<file path="src/cpwm_pkg.sv">
// constants and types for the three-phase complementary pwm generator
//
// Contract
// - three phases, each with positive and antiphase outputs that never overlap
// - a setting produces the complementary waveforms with no dead time
// - an optional extra pin toggles in step with the carrier period
// - peak limit compare is counter a ceiling, reloaded from its buffer
// - phase 1 duty compare sets phase 1 width, reloaded from buffer
// - phase 2 duty compare sets phase 2 width, reloaded from buffer
// - phase 3 duty compare sets phase 3 width, reloaded from buffer
// - duty buffers pass through a hidden temporary before the compare
// - the three temporaries cannot be read or written by software
// - counter a turns down at ceiling and up at dead time value
// - counter b turns down at half cycle and up at zero
// - a 16-bit readable writable dead time register sets dead time
// - a 16-bit half cycle register is counter b turnaround value
// - half cycle register reloads from the half cycle buffer while running
// - buffered values transfer at both counter peak and trough
// - a peak event is raised once per carrier at the ceiling match
// - counters run on the input clock divided by four
// - positive and antiphase outputs are active low
// - counter a starts at dead time value, b at zero, together
package cpwm_pkg;
   localparam int unsigned DATA_W = 16;
   localparam int unsigned ADDR_W = 5;
   // register indices
   localparam logic [4:0] REG_PEAK_CMP   = 5'h00;
   localparam logic [4:0] REG_P1_CMP     = 5'h01;
   localparam logic [4:0] REG_PEAK_BUF   = 5'h02;
   localparam logic [4:0] REG_P1_BUF     = 5'h03;
   localparam logic [4:0] REG_P2_CMP     = 5'h04;
   localparam logic [4:0] REG_P3_CMP     = 5'h05;
   localparam logic [4:0] REG_P2_BUF     = 5'h06;
   localparam logic [4:0] REG_P3_BUF     = 5'h07;
   localparam logic [4:0] REG_CNT_A      = 5'h08;
   localparam logic [4:0] REG_CNT_B      = 5'h09;
   localparam logic [4:0] REG_DEAD       = 5'h0a;
   localparam logic [4:0] REG_HALF       = 5'h0b;
   localparam logic [4:0] REG_HALF_BUF   = 5'h0c;
   localparam logic [4:0] REG_CTRL       = 5'h0d;
   localparam logic [4:0] REG_STATUS     = 5'h0e;
   // control bit positions
   localparam int unsigned CTRL_RUN      = 0;
   localparam int unsigned CTRL_TOGGLE   = 1;
   localparam int unsigned CTRL_NO_DEAD  = 2;
   // status bit positions
   localparam int unsigned STAT_PEAK     = 0;
   localparam int unsigned STAT_DIR_A    = 1;
   localparam int unsigned STAT_DIR_B    = 2;
   localparam int unsigned STAT_TOGGLE   = 3;
   localparam int unsigned STAT_PEND     = 4;
   // reset values
   localparam logic [15:0] RST_ZERO      = 16'h0000;
   localparam logic [15:0] RST_ONES      = 16'hffff;
   // counter clock prescale
   localparam int unsigned PRESCALE      = 4;
   localparam logic [1:0]  PRESCALE_LAST = 2'(PRESCALE - 1);
   // output levels: active low
   localparam logic        LVL_ACTIVE    = 1'b0;
   localparam logic        LVL_IDLE      = 1'b1;

   typedef struct packed {
      logic [4:0]  addr;
      logic [15:0] wdata;
      logic        wr;
      logic        rd;
   } cpwm_bus_type;

   typedef struct packed {
      logic [15:0] cmp;
      logic [15:0] tmp;
      logic [15:0] buf_v;
   } cpwm_duty_type;

   typedef enum logic [1:0] {ST_IDLE, ST_UP, ST_DOWN} cpwm_dir_type;
endpackage : cpwm_pkg

</file>
<file path="src/cpwm_top.sv">
// three-phase complementary pwm generator with register port
//
// The address map and the address-and-strobe port are this design's own decisions.
`timescale 1ns/1ps
module cpwm_top (
   input  wire logic        clk_in,
   input  wire logic        reset_n_in,
   input  wire logic [4:0]  addr_in,
   input  wire logic [15:0] wdata_in,
   input  wire logic        wr_in,
   input  wire logic        rd_in,
   output logic      [15:0] rdata_out,
   output logic             peak_event_out,
   output logic             cycle_toggle_out,
   output logic             phase1_pos_out,
   output logic             phase1_neg_out,
   output logic             phase2_pos_out,
   output logic             phase2_neg_out,
   output logic             phase3_pos_out,
   output logic             phase3_neg_out
);
   ////////////////////////////////////////////////////////////////////////
   // registers and next values
   cpwm_pkg::cpwm_bus_type  bus;
   cpwm_pkg::cpwm_duty_type duty_ff [3];
   cpwm_pkg::cpwm_duty_type nxt_duty[3];
   logic [15:0] peak_cmp_ff, nxt_peak_cmp;
   logic [15:0] peak_buf_ff, nxt_peak_buf;
   logic [15:0] dead_ff,     nxt_dead;
   logic [15:0] half_ff,     nxt_half;
   logic [15:0] half_buf_ff, nxt_half_buf;
   logic [15:0] cnt_a_ff,    nxt_cnt_a;
   logic [15:0] cnt_b_ff,    nxt_cnt_b;
   logic        dir_a_ff,    nxt_dir_a;     // 1 = counting down
   logic        dir_b_ff,    nxt_dir_b;
   logic [2:0]  ctrl_ff,     nxt_ctrl;
   logic        pend_ff,     nxt_pend;      // phase 3 buffer written
   logic        peak_flag_ff, nxt_peak_flag;
   logic [1:0]  pre_ff,      nxt_pre;
   logic        tog_ff,      nxt_tog;
   logic        peak_ev_ff,  nxt_peak_ev;
   logic [15:0] rdata_ff,    nxt_rdata;
   logic [5:0]  pins_ff,     nxt_pins;
   logic        tick;
   logic        at_peak;
   logic        at_trough;

   assign bus = '{addr: addr_in, wdata: wdata_in, wr: wr_in, rd: rd_in};

   // positive output active when both counters sit below duty (counter b alone without dead time), per phase
   function automatic logic [1:0] phase_lvl(input logic [15:0] cmp,
                                            input logic [15:0] ca,
                                            input logic [15:0] cb,
                                            input logic [15:0] dt,
                                            input logic        nodead);
      logic pos_on;
      logic neg_on;
      pos_on = 1'b0;
      neg_on = 1'b0;
      // positive side on while both counters sit below the duty point;
      // antiphase side on while both sit at or above it.
      // counter a leads counter b by dt, so the gap is one dead time
      if (nodead) begin
         pos_on = (cb < cmp);
         neg_on = !(cb < cmp);
      end else begin
         pos_on = (ca < cmp) && (cb < cmp) && (cmp > dt);
         neg_on = (ca >= cmp) && (cb >= cmp);
      end
      // never both active: antiphase yields to positive
      if (pos_on) begin
         neg_on = 1'b0;
      end
      phase_lvl = {pos_on ? cpwm_pkg::LVL_ACTIVE : cpwm_pkg::LVL_IDLE,
                   neg_on ? cpwm_pkg::LVL_ACTIVE : cpwm_pkg::LVL_IDLE};
   endfunction : phase_lvl

   ////////////////////////////////////////////////////////////////////////
   // prescaler and turnaround detection
   always_comb begin
      nxt_pre = ctrl_ff[cpwm_pkg::CTRL_RUN] ?
                2'(pre_ff + 2'h1) : 2'h0;
      tick      = ctrl_ff[cpwm_pkg::CTRL_RUN] &&
                  (pre_ff == cpwm_pkg::PRESCALE_LAST);
      at_peak   = tick && !dir_a_ff && (cnt_a_ff == peak_cmp_ff);
      at_trough = tick && dir_b_ff && (cnt_b_ff == 16'h0000);
   end

   ////////////////////////////////////////////////////////////////////////
   // counters, buffer transfers and register writes
   always_comb begin
      nxt_cnt_a     = cnt_a_ff;
      nxt_cnt_b     = cnt_b_ff;
      nxt_dir_a     = dir_a_ff;
      nxt_dir_b     = dir_b_ff;
      nxt_peak_cmp  = peak_cmp_ff;
      nxt_peak_buf  = peak_buf_ff;
      nxt_dead      = dead_ff;
      nxt_half      = half_ff;
      nxt_half_buf  = half_buf_ff;
      nxt_ctrl      = ctrl_ff;
      nxt_pend      = pend_ff;
      nxt_peak_flag = peak_flag_ff;
      nxt_tog       = tog_ff;
      nxt_duty      = duty_ff;
      nxt_peak_ev   = at_peak;
      // counter a bounces between dead time and ceiling
      if (tick) begin
         if (!dir_a_ff) begin
            if (cnt_a_ff >= peak_cmp_ff) begin
               nxt_dir_a = 1'b1;
               nxt_cnt_a = 16'(cnt_a_ff - 16'h0001);
            end else begin
               nxt_cnt_a = 16'(cnt_a_ff + 16'h0001);
            end
         end else begin
            if (cnt_a_ff <= dead_ff) begin
               nxt_dir_a = 1'b0;
               nxt_cnt_a = 16'(cnt_a_ff + 16'h0001);
            end else begin
               nxt_cnt_a = 16'(cnt_a_ff - 16'h0001);
            end
         end
         // counter b bounces between zero and half cycle
         if (!dir_b_ff) begin
            if (cnt_b_ff >= half_ff) begin
               nxt_dir_b = 1'b1;
               nxt_cnt_b = 16'(cnt_b_ff - 16'h0001);
            end else begin
               nxt_cnt_b = 16'(cnt_b_ff + 16'h0001);
            end
         end else begin
            if (cnt_b_ff == 16'h0000) begin
               nxt_dir_b = 1'b0;
               nxt_cnt_b = 16'h0001;
            end else begin
               nxt_cnt_b = 16'(cnt_b_ff - 16'h0001);
            end
         end
      end
      // toggle pin flips at each peak, if enabled
      if (at_peak && ctrl_ff[cpwm_pkg::CTRL_TOGGLE]) begin
         nxt_tog = !tog_ff;
      end
      // peak and trough: temporaries into compares, limits from buffers
      if (at_peak || at_trough) begin
         for (int i = 0; i < 3; i++) begin
            nxt_duty[i].cmp = duty_ff[i].tmp;
         end
         nxt_peak_cmp = peak_buf_ff;
         nxt_half     = half_buf_ff;
      end
      // buffers reach temporaries once phase 3 buffer was written
      if (pend_ff) begin
         for (int i = 0; i < 3; i++) begin
            nxt_duty[i].tmp = duty_ff[i].buf_v;
         end
         nxt_pend = 1'b0;
      end
      // sticky peak flag; set wins over a software clear
      if (bus.wr && bus.addr == cpwm_pkg::REG_STATUS &&
          bus.wdata[cpwm_pkg::STAT_PEAK]) begin
         nxt_peak_flag = 1'b0;
      end
      if (at_peak) begin
         nxt_peak_flag = 1'b1;
      end
      // register writes; temporaries have no address
      if (bus.wr) begin
         case (bus.addr)
            cpwm_pkg::REG_PEAK_CMP: nxt_peak_cmp = bus.wdata;
            cpwm_pkg::REG_P1_CMP:   nxt_duty[0].cmp = bus.wdata;
            cpwm_pkg::REG_P2_CMP:   nxt_duty[1].cmp = bus.wdata;
            cpwm_pkg::REG_P3_CMP:   nxt_duty[2].cmp = bus.wdata;
            cpwm_pkg::REG_PEAK_BUF: nxt_peak_buf = bus.wdata;
            cpwm_pkg::REG_P1_BUF:   nxt_duty[0].buf_v = bus.wdata;
            cpwm_pkg::REG_P2_BUF:   nxt_duty[1].buf_v = bus.wdata;
            cpwm_pkg::REG_P3_BUF: begin
               nxt_duty[2].buf_v = bus.wdata;
               nxt_pend = 1'b1;
            end
            cpwm_pkg::REG_CNT_A:    nxt_cnt_a = bus.wdata;
            cpwm_pkg::REG_CNT_B:    nxt_cnt_b = bus.wdata;
            cpwm_pkg::REG_DEAD:     nxt_dead = bus.wdata;
            cpwm_pkg::REG_HALF:     nxt_half = bus.wdata;
            cpwm_pkg::REG_HALF_BUF: nxt_half_buf = bus.wdata;
            cpwm_pkg::REG_CTRL: begin
               nxt_ctrl = bus.wdata[2:0];
               // start from run edge: a at dead time, b at zero
               if (bus.wdata[cpwm_pkg::CTRL_RUN] &&
                   !ctrl_ff[cpwm_pkg::CTRL_RUN]) begin
                  nxt_cnt_a = dead_ff;
                  nxt_cnt_b = 16'h0000;
                  nxt_dir_a = 1'b0;
                  nxt_dir_b = 1'b0;
                  for (int i = 0; i < 3; i++) begin
                     nxt_duty[i].tmp = duty_ff[i].cmp;
                  end
               end
               if (!bus.wdata[cpwm_pkg::CTRL_TOGGLE]) begin
                  nxt_tog = 1'b0;           // low whenever disabled
               end
            end
            default: ;
         endcase
      end
   end

   ////////////////////////////////////////////////////////////////////////
   // read mux; data stands the cycle after the strobe only
   always_comb begin
      nxt_rdata = 16'h0000;
      if (bus.rd) begin
         case (bus.addr)
            cpwm_pkg::REG_PEAK_CMP: nxt_rdata = peak_cmp_ff;
            cpwm_pkg::REG_P1_CMP:   nxt_rdata = duty_ff[0].cmp;
            cpwm_pkg::REG_P2_CMP:   nxt_rdata = duty_ff[1].cmp;
            cpwm_pkg::REG_P3_CMP:   nxt_rdata = duty_ff[2].cmp;
            cpwm_pkg::REG_PEAK_BUF: nxt_rdata = peak_buf_ff;
            cpwm_pkg::REG_P1_BUF:   nxt_rdata = duty_ff[0].buf_v;
            cpwm_pkg::REG_P2_BUF:   nxt_rdata = duty_ff[1].buf_v;
            cpwm_pkg::REG_P3_BUF:   nxt_rdata = duty_ff[2].buf_v;
            cpwm_pkg::REG_CNT_A:    nxt_rdata = cnt_a_ff;
            cpwm_pkg::REG_CNT_B:    nxt_rdata = cnt_b_ff;
            cpwm_pkg::REG_DEAD:     nxt_rdata = dead_ff;
            cpwm_pkg::REG_HALF:     nxt_rdata = half_ff;
            cpwm_pkg::REG_HALF_BUF: nxt_rdata = half_buf_ff;
            cpwm_pkg::REG_CTRL:     nxt_rdata = {13'h0000, ctrl_ff};
            cpwm_pkg::REG_STATUS:
               nxt_rdata = {11'h000, pend_ff, tog_ff, dir_b_ff,
                            dir_a_ff, peak_flag_ff};
            default:                nxt_rdata = 16'h0000;
         endcase
      end
   end

   ////////////////////////////////////////////////////////////////////////
   // output pins; idle (high) while stopped
   always_comb begin
      nxt_pins = {6{cpwm_pkg::LVL_IDLE}};
      if (ctrl_ff[cpwm_pkg::CTRL_RUN]) begin
         for (int i = 0; i < 3; i++) begin
            nxt_pins[2*i +: 2] = phase_lvl(duty_ff[i].cmp, cnt_a_ff,
                                 cnt_b_ff, dead_ff,
                                 ctrl_ff[cpwm_pkg::CTRL_NO_DEAD]);
         end
      end
   end

   ////////////////////////////////////////////////////////////////////////
   // state registers
   always_ff @(posedge clk_in or negedge reset_n_in) begin
      if (!reset_n_in) begin
         for (int i = 0; i < 3; i++) begin
            duty_ff[i] <= '{cmp: cpwm_pkg::RST_ZERO,
                            tmp: cpwm_pkg::RST_ZERO,
                            buf_v: cpwm_pkg::RST_ZERO};
         end
         peak_cmp_ff  <= cpwm_pkg::RST_ONES;
         peak_buf_ff  <= cpwm_pkg::RST_ONES;
         dead_ff      <= cpwm_pkg::RST_ONES;
         half_ff      <= cpwm_pkg::RST_ONES;
         half_buf_ff  <= cpwm_pkg::RST_ONES;
         cnt_a_ff     <= cpwm_pkg::RST_ZERO;
         cnt_b_ff     <= cpwm_pkg::RST_ZERO;
         dir_a_ff     <= 1'b0;
         dir_b_ff     <= 1'b0;
         ctrl_ff      <= 3'h0;
         pend_ff      <= 1'b0;
         peak_flag_ff <= 1'b0;
         pre_ff       <= 2'h0;
         tog_ff       <= 1'b0;
         peak_ev_ff   <= 1'b0;
         rdata_ff     <= 16'h0000;
         pins_ff      <= 6'h3f;
      end else begin
         duty_ff      <= nxt_duty;
         peak_cmp_ff  <= nxt_peak_cmp;
         peak_buf_ff  <= nxt_peak_buf;
         dead_ff      <= nxt_dead;
         half_ff      <= nxt_half;
         half_buf_ff  <= nxt_half_buf;
         cnt_a_ff     <= nxt_cnt_a;
         cnt_b_ff     <= nxt_cnt_b;
         dir_a_ff     <= nxt_dir_a;
         dir_b_ff     <= nxt_dir_b;
         ctrl_ff      <= nxt_ctrl;
         pend_ff      <= nxt_pend;
         peak_flag_ff <= nxt_peak_flag;
         pre_ff       <= nxt_pre;
         tog_ff       <= nxt_tog;
         peak_ev_ff   <= nxt_peak_ev;
         rdata_ff     <= nxt_rdata;
         pins_ff      <= nxt_pins;
      end
   end

   assign rdata_out        = rdata_ff;
   assign peak_event_out   = peak_ev_ff;
   assign cycle_toggle_out = tog_ff;
   assign phase1_pos_out   = pins_ff[1];
   assign phase1_neg_out   = pins_ff[0];
   assign phase2_pos_out   = pins_ff[3];
   assign phase2_neg_out   = pins_ff[2];
   assign phase3_pos_out   = pins_ff[5];
   assign phase3_neg_out   = pins_ff[4];
endmodule : cpwm_top

</file>
<file path="config.mk">
export PLATFORM = sky130hd
export DESIGN_NAME = cpwm_top
export DESIGN_NICKNAME = d
export VERILOG_FILES = /design/src/cpwm_pkg.sv /design/src/cpwm_top.sv
export SDC_FILE = /design/constraint.sdc
export NUM_CORES = 1
export LEC_CHECK = 0
export ABC_CLOCK_PERIOD_IN_PS = 7800
export BUFFER_PORTS_ARGS = -buffer_cell sky130_fd_sc_hd__buf_2
export CORE_MARGIN = 10
export CORE_UTILIZATION = 55
export DETAILED_ROUTE_END_ITERATION = 8
export PLACE_DENSITY = 0.71
export SKIP_LAST_GASP = 1
export SLEW_MARGIN = 25
export SYNTH_ARGS = -nofsm -noshare
export SYNTH_HDL_FRONTEND = slang
export SYNTH_SLANG_ARGS = --single-unit
export TNS_END_PERCENT = 100
</file>
<file path="constraint.sdc">
create_clock -name clk_in -period 7.8 [get_ports clk_in]
set_input_delay 1.56 -clock clk_in [delete_from_list [all_inputs] [get_ports clk_in]]
set_output_delay 1.56 -clock clk_in [all_outputs]
set_load 0.02 [all_outputs]
</file>
Word level (Yosys, flattened, before mapping)
Index checks and enable logic that the tools add are counted.
Operators by class
  multiplexer cells: 86
  equal/unequal tests: 16
  add/subtract/negate cells: 5
  reductions and logical operators: 35
  order comparisons: 18
Operators with widths (count)
  $mux W16: 37
  $pmux W16 S15: 1
  $mux W144: 1
  $ge A16 B16 Y1: 8
  $lt A16 B16 Y1: 6
  $pmux W16 S2: 2
  $gt A16 B16 Y1: 3
  $mux W1: 43
  $eq A5 B4 Y1 const B: 7
  $add A16 B1 Y16 const B: 2
  $sub A16 B1 Y16 const B: 2
  $eq A5 B3 Y1 const B: 4
  $logic_and A1 B1 Y1: 18
  $eq A16 B16 Y1: 1
  $le A16 B16 Y1: 1
  $logic_not A16 Y1: 1
  $reduce_and A2 Y1: 7
  $eq A5 B2 Y1 const B: 2
  $logic_not A1 Y1: 6
  $mux W6: 1
  $eq A5 B1 Y1 const B: 1
  $logic_not A5 Y1: 1
  $add A2 B1 Y2 const B: 1
  $eq A2 B2 Y1 const B: 1
  other kinds (3): 3
Word-level totals
  logic and storage cells: 186
  register bits: 289
  output and inout bits: 24
  bits of input ports: 25

Longest topological paths before layout
Gate-level depths: netlist of run 1.
  depth in word-level cells: 9
  mapped depth: 12

Worst setup path after synthesis of run 1
OpenSTA, ideal clock, no wires.
  path kind: input to register
  from: in addr_in[4]
  to: reg cnt_b_ff[11]
  path slack: 4.451 ns
  arrival time: 3.218 ns
  buffers on the path: 0
  setup time: 0.131 ns
  stages on the path: 8
  required time: 7.669 ns
  path through: or3b_1 -> or2_1 -> nor3b_2 -> o21a_1 -> nor2_1 -> nand2_1 -> o31ai_1 -> or3_1
On the way
  longest elaborated chain between the ends: 3
  elaborated cells on any way between the ends: 4
  classes of those cells: eq/ne: 2; mux: 2
RTL lines
  from (decl): line cpwm_top.sv:8  | input wire logic [4:0] addr_in,
  $eq A5 B4 Y1: line cpwm_top.sv:170  | case (bus.addr)
  $pmux W16 S2 (*): line cpwm_top.sv:170
  $mux W16 (*): line cpwm_top.sv:169  | if (bus.wr) begin
  via nxt_cnt_b[11]: line cpwm_top.sv:33  | logic [15:0] cnt_b_ff, nxt_cnt_b;
  to (signal assigned): line cpwm_top.sv:265  | cnt_b_ff <= cpwm_pkg::RST_ZERO;
  to (signal assigned): line cpwm_top.sv:284  | cnt_b_ff <= nxt_cnt_b;
  to (decl): line cpwm_top.sv:33
Mark *: on every way through the listed nets, which the timed path passes. The rest lies on a longest branch.
A chain may end at the register's enable or synchronous reset.

Final worst setup path of run 1
  from: in addr_in[4]
  to: reg peak_buf_ff[12]
On the way
  longest elaborated chain between the ends: 2
RTL lines
  $eq A5 B2 Y1: line cpwm_top.sv:170
  $reduce_and A2 Y1 (no line)
  to (signal assigned): line cpwm_top.sv:260  | peak_buf_ff <= cpwm_pkg::RST_ONES;
  to (signal assigned): line cpwm_top.sv:279  | peak_buf_ff <= nxt_peak_buf;
  to (decl): line cpwm_top.sv:28  | logic [15:0] peak_buf_ff, nxt_peak_buf;
Every way passes these cells.

==> impl_metrics.toml, run 1 <==
[floorplanning]
die_area_mm2 = 0.0431
num_rows = 68
initial_core_util_pct = 55.9
dieHeight_um = 208
io_pins = 49
coreArea_mm2 = 0.0346
die_w_um = 208

[clocking]
cts_resized = 0
cts.sinks = 289
clk_pin_slew_ns = 0.06
htreeDepth = 2
holdBufCountCts = 0
cts_buffer_depth = 3
clkLatencyLatePin_ns = 0.56
postCtsSetupRepairBufs = 0
cts_tree = "done"
cts_buffers = 34
cts_root_buffer = "clkbuf_16"

[detailed_routing]
route.detailed.drc = 0
vias = 17400
drt_iter0_markers = 2292
routed_wl_mm = 69.6
ant_nets = 0
routedWlPerCell_um = 27.2
drt_first_pass_iters = 8
viasPerCell = 6.80

[worst_setup_path]
ff2ff_setup_slack_ns = 3.78
r2r-start = "cnt_b_ff[0]$_DFF_PN0_"
cp_max_fo = 16
cp_cell_sequence = "buf_2 -> or3b_2 -> nand2b_1 -> nor2_1 -> nand2_1 -> mux2_2"
cp-startpoint = "addr_in[4]"
crit_end = "peak_buf_ff[12]$_DFFE_PN1P_"
cp-end-kind = "register"
start_kind = "input port"
cpMaxStageDelayCell = "nor2_1"
cp_top_family = "simple AND/OR/NAND/NOR gates"
path_depth = 6
critical_path_arrival_ns = 4.50
reg2reg_depth = 9
cp.required_ns = 8.26
r2r-end = "peak_cmp_ff[1]$_DFF_PN1_"
cp.buffers_inverters = 1
path_class = "input port to register"
max_stage_delay_ns = 0.83

[cells_and_area]
drive_gt1_share_pct = 16.1
final_cells = 2558
layout.nets = 2300
syn2layout_area_growth_pct = 8.34
num_antenna_cells = 0

[logic_synthesis]
ys.flop_type = "dfrtp_1"
synthesis.area_mm2 = 0.0193
synth_top_area_share_pct = 26.3
ys_top_cells_by_area = "dfrtp_1 (26%), ha_1 (13%), dfstp_2 (12%)"
syn_nets = 2310
synth_area_per_cell_um2 = 9.26
yosysSeqAreaShare_pct = 37.9
ys_types = 79
synth_edf_count = 0
synth_area_leader_cell = "dfrtp_1"
postSynthRegisterBits = 289
async_flop_share_pct = 100
yosysWarnings = 0
synthCells = 2088

[timing]
setup_slack_ns = 3.76
hold_slack_ns = 0.431
fmax_mhz = 248
setup-tns-final_ns = 0
finalHoldViolCount = 0
worst_slew_pin_slew_ns = 1.10
relSlewSlack_pct = 26.4
period_needed_ns = 4.04
finalSetupViolations = 0
finalMaxSlewViolations = 0
finClkSkew_ns = 0.0227
period_share_pct = 51.7
grt_setup_unrepaired = "false"

[global_route]
grt_antenna_before_repair = 2
grt_max_degree = 175
overflow = 0
grt_usage_pct = 31.3
grt_pass1_wl_mm = 105
grt_pass1_vias = 17000

[hold_path]
hold_class = "register to register"
hold_depth = 1

[flow_run]
max_cap_viol_count = 0

[status]
status = "completed"

[placement]
place_congestion = 1.00
place_inst = 2497
place_ws_ns = 3.28
portBuffers = 48
hpwl_mm = 49.8

[power_and_ir_drop]
vdd_drop_max_mv = 0.229
power.leakage_nw = 9.59
cellPowerDensity_mw_per_mm2 = 273
[metrics by stage]
stage | instance area, um^2 | util (%) | total power [mW]
global placement | 19800 | 57.2 | 3.95
detailed placement | 19800 | 57.2 | 4.03
global route | 21000 | 60.5 | 6.02
CTS | 20900 | 60.5 | 5.68
floorplan | 19300 | - | 3.34
finish | 21000 | 60.5 | 5.72
[worst reg2reg max path: cells and delay by family, from the launching register on]
| family | cells | cell delay, ns |
|---|---|---|
| AOI/OAI and AO/OA | 2 | 1.10 |
| adders and majority gates | 1 | 0.26 |
| buffers and inverters | 1 | 0.34 |
| DFF | 1 | 0.54 |
| and+or+nand+nor | 5 | 1.66 |
[synthesized netlist by cell type (5+ instances only)]
| library cell | number |
|---|---|
| nand4_1 | 41 |
| nor2b_1 | 17 |
| and4_1 | 7 |
| buf_2 | 20 |
| nand2b_1 | 14 |
| a222oi_1 | 7 |
| o21ai_0 | 123 |
| ha_1 | 197 |
| mux2i_1 | 80 |
| and2_1 | 8 |
| a221oi_1 | 41 |
| xor2_1 | 7 |
| nor3_1 | 27 |
| mux2_2 | 101 |
| clkbuf_1 | 90 |
| a21o_1 | 32 |
| and3_1 | 15 |
| a21oi_1 | 63 |
| nand2_1 | 305 |
| a31oi_1 | 104 |
| a211oi_1 | 5 |
| a2111oi_0 | 6 |
| dfstp_2 | 86 |
| o31ai_1 | 5 |
| nor2_1 | 143 |
| a22oi_1 | 21 |
| a32oi_1 | 5 |
| o211ai_1 | 15 |
| nand3_1 | 31 |
| xnor2_1 | 11 |
| a22o_1 | 26 |
| buf_8 | 8 |
| dfrtp_1 | 203 |
| nor4_1 | 11 |
| or3_1 | 11 |
| o21a_1 | 18 |
| inv_1 | 109 |
[report_power, final]
part / internal, mW / switching (mW)
Clock: 0.979 / 0.670
Combinational: 0.714 / 0.957
Sequential: 1.88 / 0.527
[sequential cells by signal, summed over array words and instances, names as in the netlist]
signal            cells
cnt_a_ff             16
cnt_b_ff             16
ctrl_ff               3
cycle_toggle_out      1
dead_ff              16
dir_a_ff              1
dir_b_ff              1
duty_ff             144
half_buf_ff          16
half_ff              16
peak_buf_ff          16
peak_cmp_ff          16
peak_event_out        1
peak_flag_ff          1
pend_ff               1
pins_ff               6
pre_ff                2
rdata_out            16
[per-layer routing]
| metal | track usage (%) | vias to the layer above | part of all wire [%] |
|---|---|---|---|
| met3 | 6.45 | 192 | 10 |
| li1 | - | 7597 | - |
| met5 | 0 | - | 0 |
| met2 | 47.8 | 978 | 44 |
| met1 | 42.2 | 8628 | 41 |
| met4 | 13.8 | 0 | 4.6 |
[final cells by class]
class / instances / area [um^2]
clock buffers: 50 / 983
well taps: 455 / 569
inverters: 109 / 409
multi-input cells: 1565 / 11000
flip-flops and latches: 289 / 7340
fillers: 2975 / 13700
repair buffers: 79 / 495
clock inverters: 11 / 146
[placed cells by master (no fill, tap or decap), drive strengths merged, types with 13 or more instances in the layout]
master	count
nor3	29
nand3	31
mux2i	80
nand2b	15
mux2	101
a31oi	104
nor2b	17
a22o	26
a21oi	64
a221oi	41
buf	79
nand4	41
nor4	13
and3	15
ha	197
inv	110
a22oi	21
nand2	306
o21ai	127
dfrtp	203
clkbuf	50
nor2	143
dfstp	86
o21a	18
o211ai	15
a21o	33
[cell families (layout without fill, tap and decap cells)]
group / Yosys count / in the layout / synth area share (%)
XOR/XNOR: 18 / 18 / 0.815
buffers and inverters: 234 / 249 / 5.29
adder cells (fa/ha/maj): 197 / 197 / 12.7
AO/OA/AOI/OAI: 514 / 514 / 17.7
flip-flops: 289 / 289 / 37.9
AND/OR/NAND/NOR: 655 / 655 / 15.5
multiplexers: 181 / 181 / 10.0
[worst min path at each step]
stage	startpoint	endpoint	slack, ns
final	pre_ff[0]$_DFF_PN0_	pre_ff[0]$_DFF_PN0_	0.43
after global routing	pre_ff[0]$_DFF_PN0_	pre_ff[0]$_DFF_PN0_	0.46
after CTS	pre_ff[0]$_DFF_PN0_	pre_ff[0]$_DFF_PN0_	0.44
after detailed placement	pre_ff[0]$_DFF_PN0_	pre_ff[0]$_DFF_PN0_	0.43
after global placement	pre_ff[0]$_DFF_PN0_	pre_ff[0]$_DFF_PN0_	0.42
after floorplan	pre_ff[0]$_DFF_PN0_	pre_ff[0]$_DFF_PN0_	0.41
No activity file was read; power rests on OpenSTA's default activity.
==> run 2, diff against run 1 <==
- ABC_CLOCK_PERIOD_IN_PS: 7800 -> 3850
- clock period: 7.8 -> 3.85 ns (I/O delays scaled with it)
==> impl_metrics.toml, run 2 (synthesis gave the netlist of run 1 again) <==
[clocking]
htreeDepth = 2
cts_resized = 0
postCtsSetupRepairBufs = 0
cts_buffer_depth = 3
clkLatencyLatePin_ns = 0.56
holdBufCountCts = 0
cts_tree = "done"
cts_root_buffer = "clkbuf_16"
cts.sinks = 289
clk_pin_slew_ns = 0.06
cts_buffers = 34

[power_and_ir_drop]
switching_share_pct = 38.0
p_seq_share_pct = 40.2
power.internal_mw = 7.30
power_mw = 11.8
p_clk_share_pct = 27.9
p_sw_mw = 4.47
vdd_drop_max_mv = 0.411
p_comb_share_pct = 31.9
power.leakage_nw = 9.95
cellPowerDensity_mw_per_mm2 = 546

[detailed_routing]
vias = 17700
drt_first_pass_iters = 6
viasPerCell = 6.75
routedWlPerCell_um = 27.9
drt_iter0_markers = 2026
route.detailed.drc = 0
routed_wl_mm = 73.3
ant_nets = 0

[floorplanning]
dieHeight_um = 208
initial_core_util_pct = 55.9
coreArea_mm2 = 0.0346
die_w_um = 208
die_area_mm2 = 0.0431
io_pins = 49
num_rows = 68

[global_route]
grt_max_degree = 97
overflow = 0
grt_antenna_before_repair = 2
grt_usage_pct = 33.1
grt_pass1_vias = 17400
grt_pass1_wl_mm = 110

[worst_setup_path]
path_class = "register to register"
ff2ff_setup_slack_ns = 0.49
start_kind = "register"
r2r-end = "cnt_a_ff[14]$_DFF_PN0_"
cp-end-kind = "register"
r2r-start = "dead_ff[15]$_DFFE_PN1P_"
cp.required_ns = 4.29
cp_max_fo = 16
reg2reg_depth = 10
critical_path_arrival_ns = 3.80

[cells_and_area]
regMostFlops = "duty_ff"
fin_area_mm2 = 0.0216
layout.nets = 2369
final_cell_mix = "nand2_1 (304), dfrtp_1 (202), ha_1 (197)"
num_antenna_cells = 0
syn2layout_area_growth_pct = 11.4
nFillCells = 2858
drive_gt1_share_pct = 18.7
largest_register_ff_count = 144
final_common_cell = "nand2_1"

[status]
status = "completed"

[timing]
finClkSkew_ns = 0.0177
worst_slew_pin_slew_ns = 0.916
finalSetupViolations = 0
relSlewSlack_pct = 38.5
setup_slack_ns = 0.489
finalMaxSlewViolations = 0
hold_slack_ns = 0.223
period_share_pct = 87.3
fmax_mhz = 298
grt_setup_unrepaired = "false"
setup-tns-final_ns = 0
period_needed_ns = 3.36
finalHoldViolCount = 0

[placement]
dpl_cell_area_mm2 = 0.0204
place_ws_ns = 0.434
hpwl_mm = 55.0
place_congestion = 1.03
portBuffers = 48

[flow_run]
max_cap_viol_count = 0

[hold_path]
hold_class = "input port to async pin"
## run 2: cell count changes in the layout (fill, tap and decap cells not counted)
cell / before / now
clkinv_8: 0 / 1
nor4_1: 11 / 10
buf_4: 30 / 91
clkinv_4: 2 / 1
inv_16: 0 / 1
nand2_1: 302 / 304
nand2_2: 3 / 1
nor4_2: 1 / 2
buf_12: 1 / 9
clkbuf_16: 36 / 34
## run 2: area by class of cell
| type | instances | area [um^2] | area share (%) |
|---|---|---|---|
| Sequential cell | 289 | 7340 | 34.1 |
| Clock inverter | 12 | 174 | 0.807 |
| Tap cell | 455 | 569 | 2.64 |
| Multi-Input combinational cell | 1565 | 11000 | 51.1 |
| Clock buffer | 48 | 933 | 4.33 |
| Inverter | 109 | 409 | 1.90 |
| Timing Repair Buffer | 148 | 1110 | 5.17 |
## run 2: how the worst max path moves through the flow
stage / end / startpoint / cells after the start / slack (ns)
finish: cnt_a_ff[14]$_DFF_PN0_ / dead_ff[15]$_DFFE_PN1P_ / 10 / 0.49
global route: cnt_a_ff[14]$_DFF_PN0_ / dead_ff[11]$_DFFE_PN1P_ / 10 / 0.39
CTS: cnt_a_ff[14]$_DFF_PN0_ / dead_ff[15]$_DFFE_PN1P_ / 10 / 0.51
detailed placement: cnt_b_ff[6]$_DFF_PN0_ / addr_in[2] / 8 / 0.43
global placement: cnt_b_ff[6]$_DFF_PN0_ / addr_in[2] / 8 / 0.48
floorplan: cnt_a_ff[7]$_DFF_PN0_ / dead_ff[7]$_DFFE_PN1P_ / 11 / 1.14
## run 2: critical path: stages, from the launching register on
cell and delay, ns:
dfstp_2 0.61, inv_1 0.13, ha_1 0.33, nand4_1 0.17, nor4_1 0.49, a21boi_0 0.36, o31a_2 0.27, nand2_4 0.19
o41ai_1 0.44, xnor2_1 0.16, o21ai_0 0.09
## run 2: power groups by stage
stage	Combinational [mW]	Sequential, mW	Clock [mW]
after CTS	3.68	4.67	3.31
final	3.75	4.73	3.29
after detailed placement	3.65	4.72	0
after floorplan	2.42	4.34	0
after global placement	3.53	4.69	0
after global routing	4.15	4.77	3.44
## run 2: stage by stage
stage	instances	utilization [%]
6_report	2626	62.2
3_5_place_dp	2566	59.0
5_1_grt	2626	62.2
2_1_floorplan	2088	-
4_1_cts	2626	62.2
3_3_place_gp	2566	59.0
## run 2: metal layers
metal | up-vias | share of wire, % | wire length (um) | GRT usage, %
li1 | 7736 | - | - | -
met1 | 8835 | 41 | 29800 | 44.1
met2 | 973 | 44 | 32400 | 50.1
met3 | 179 | 11 | 8050 | 8.23
met4 | 2 | 4.2 | 3060 | 14.1
met5 | - | 0.023 | 17 | 0
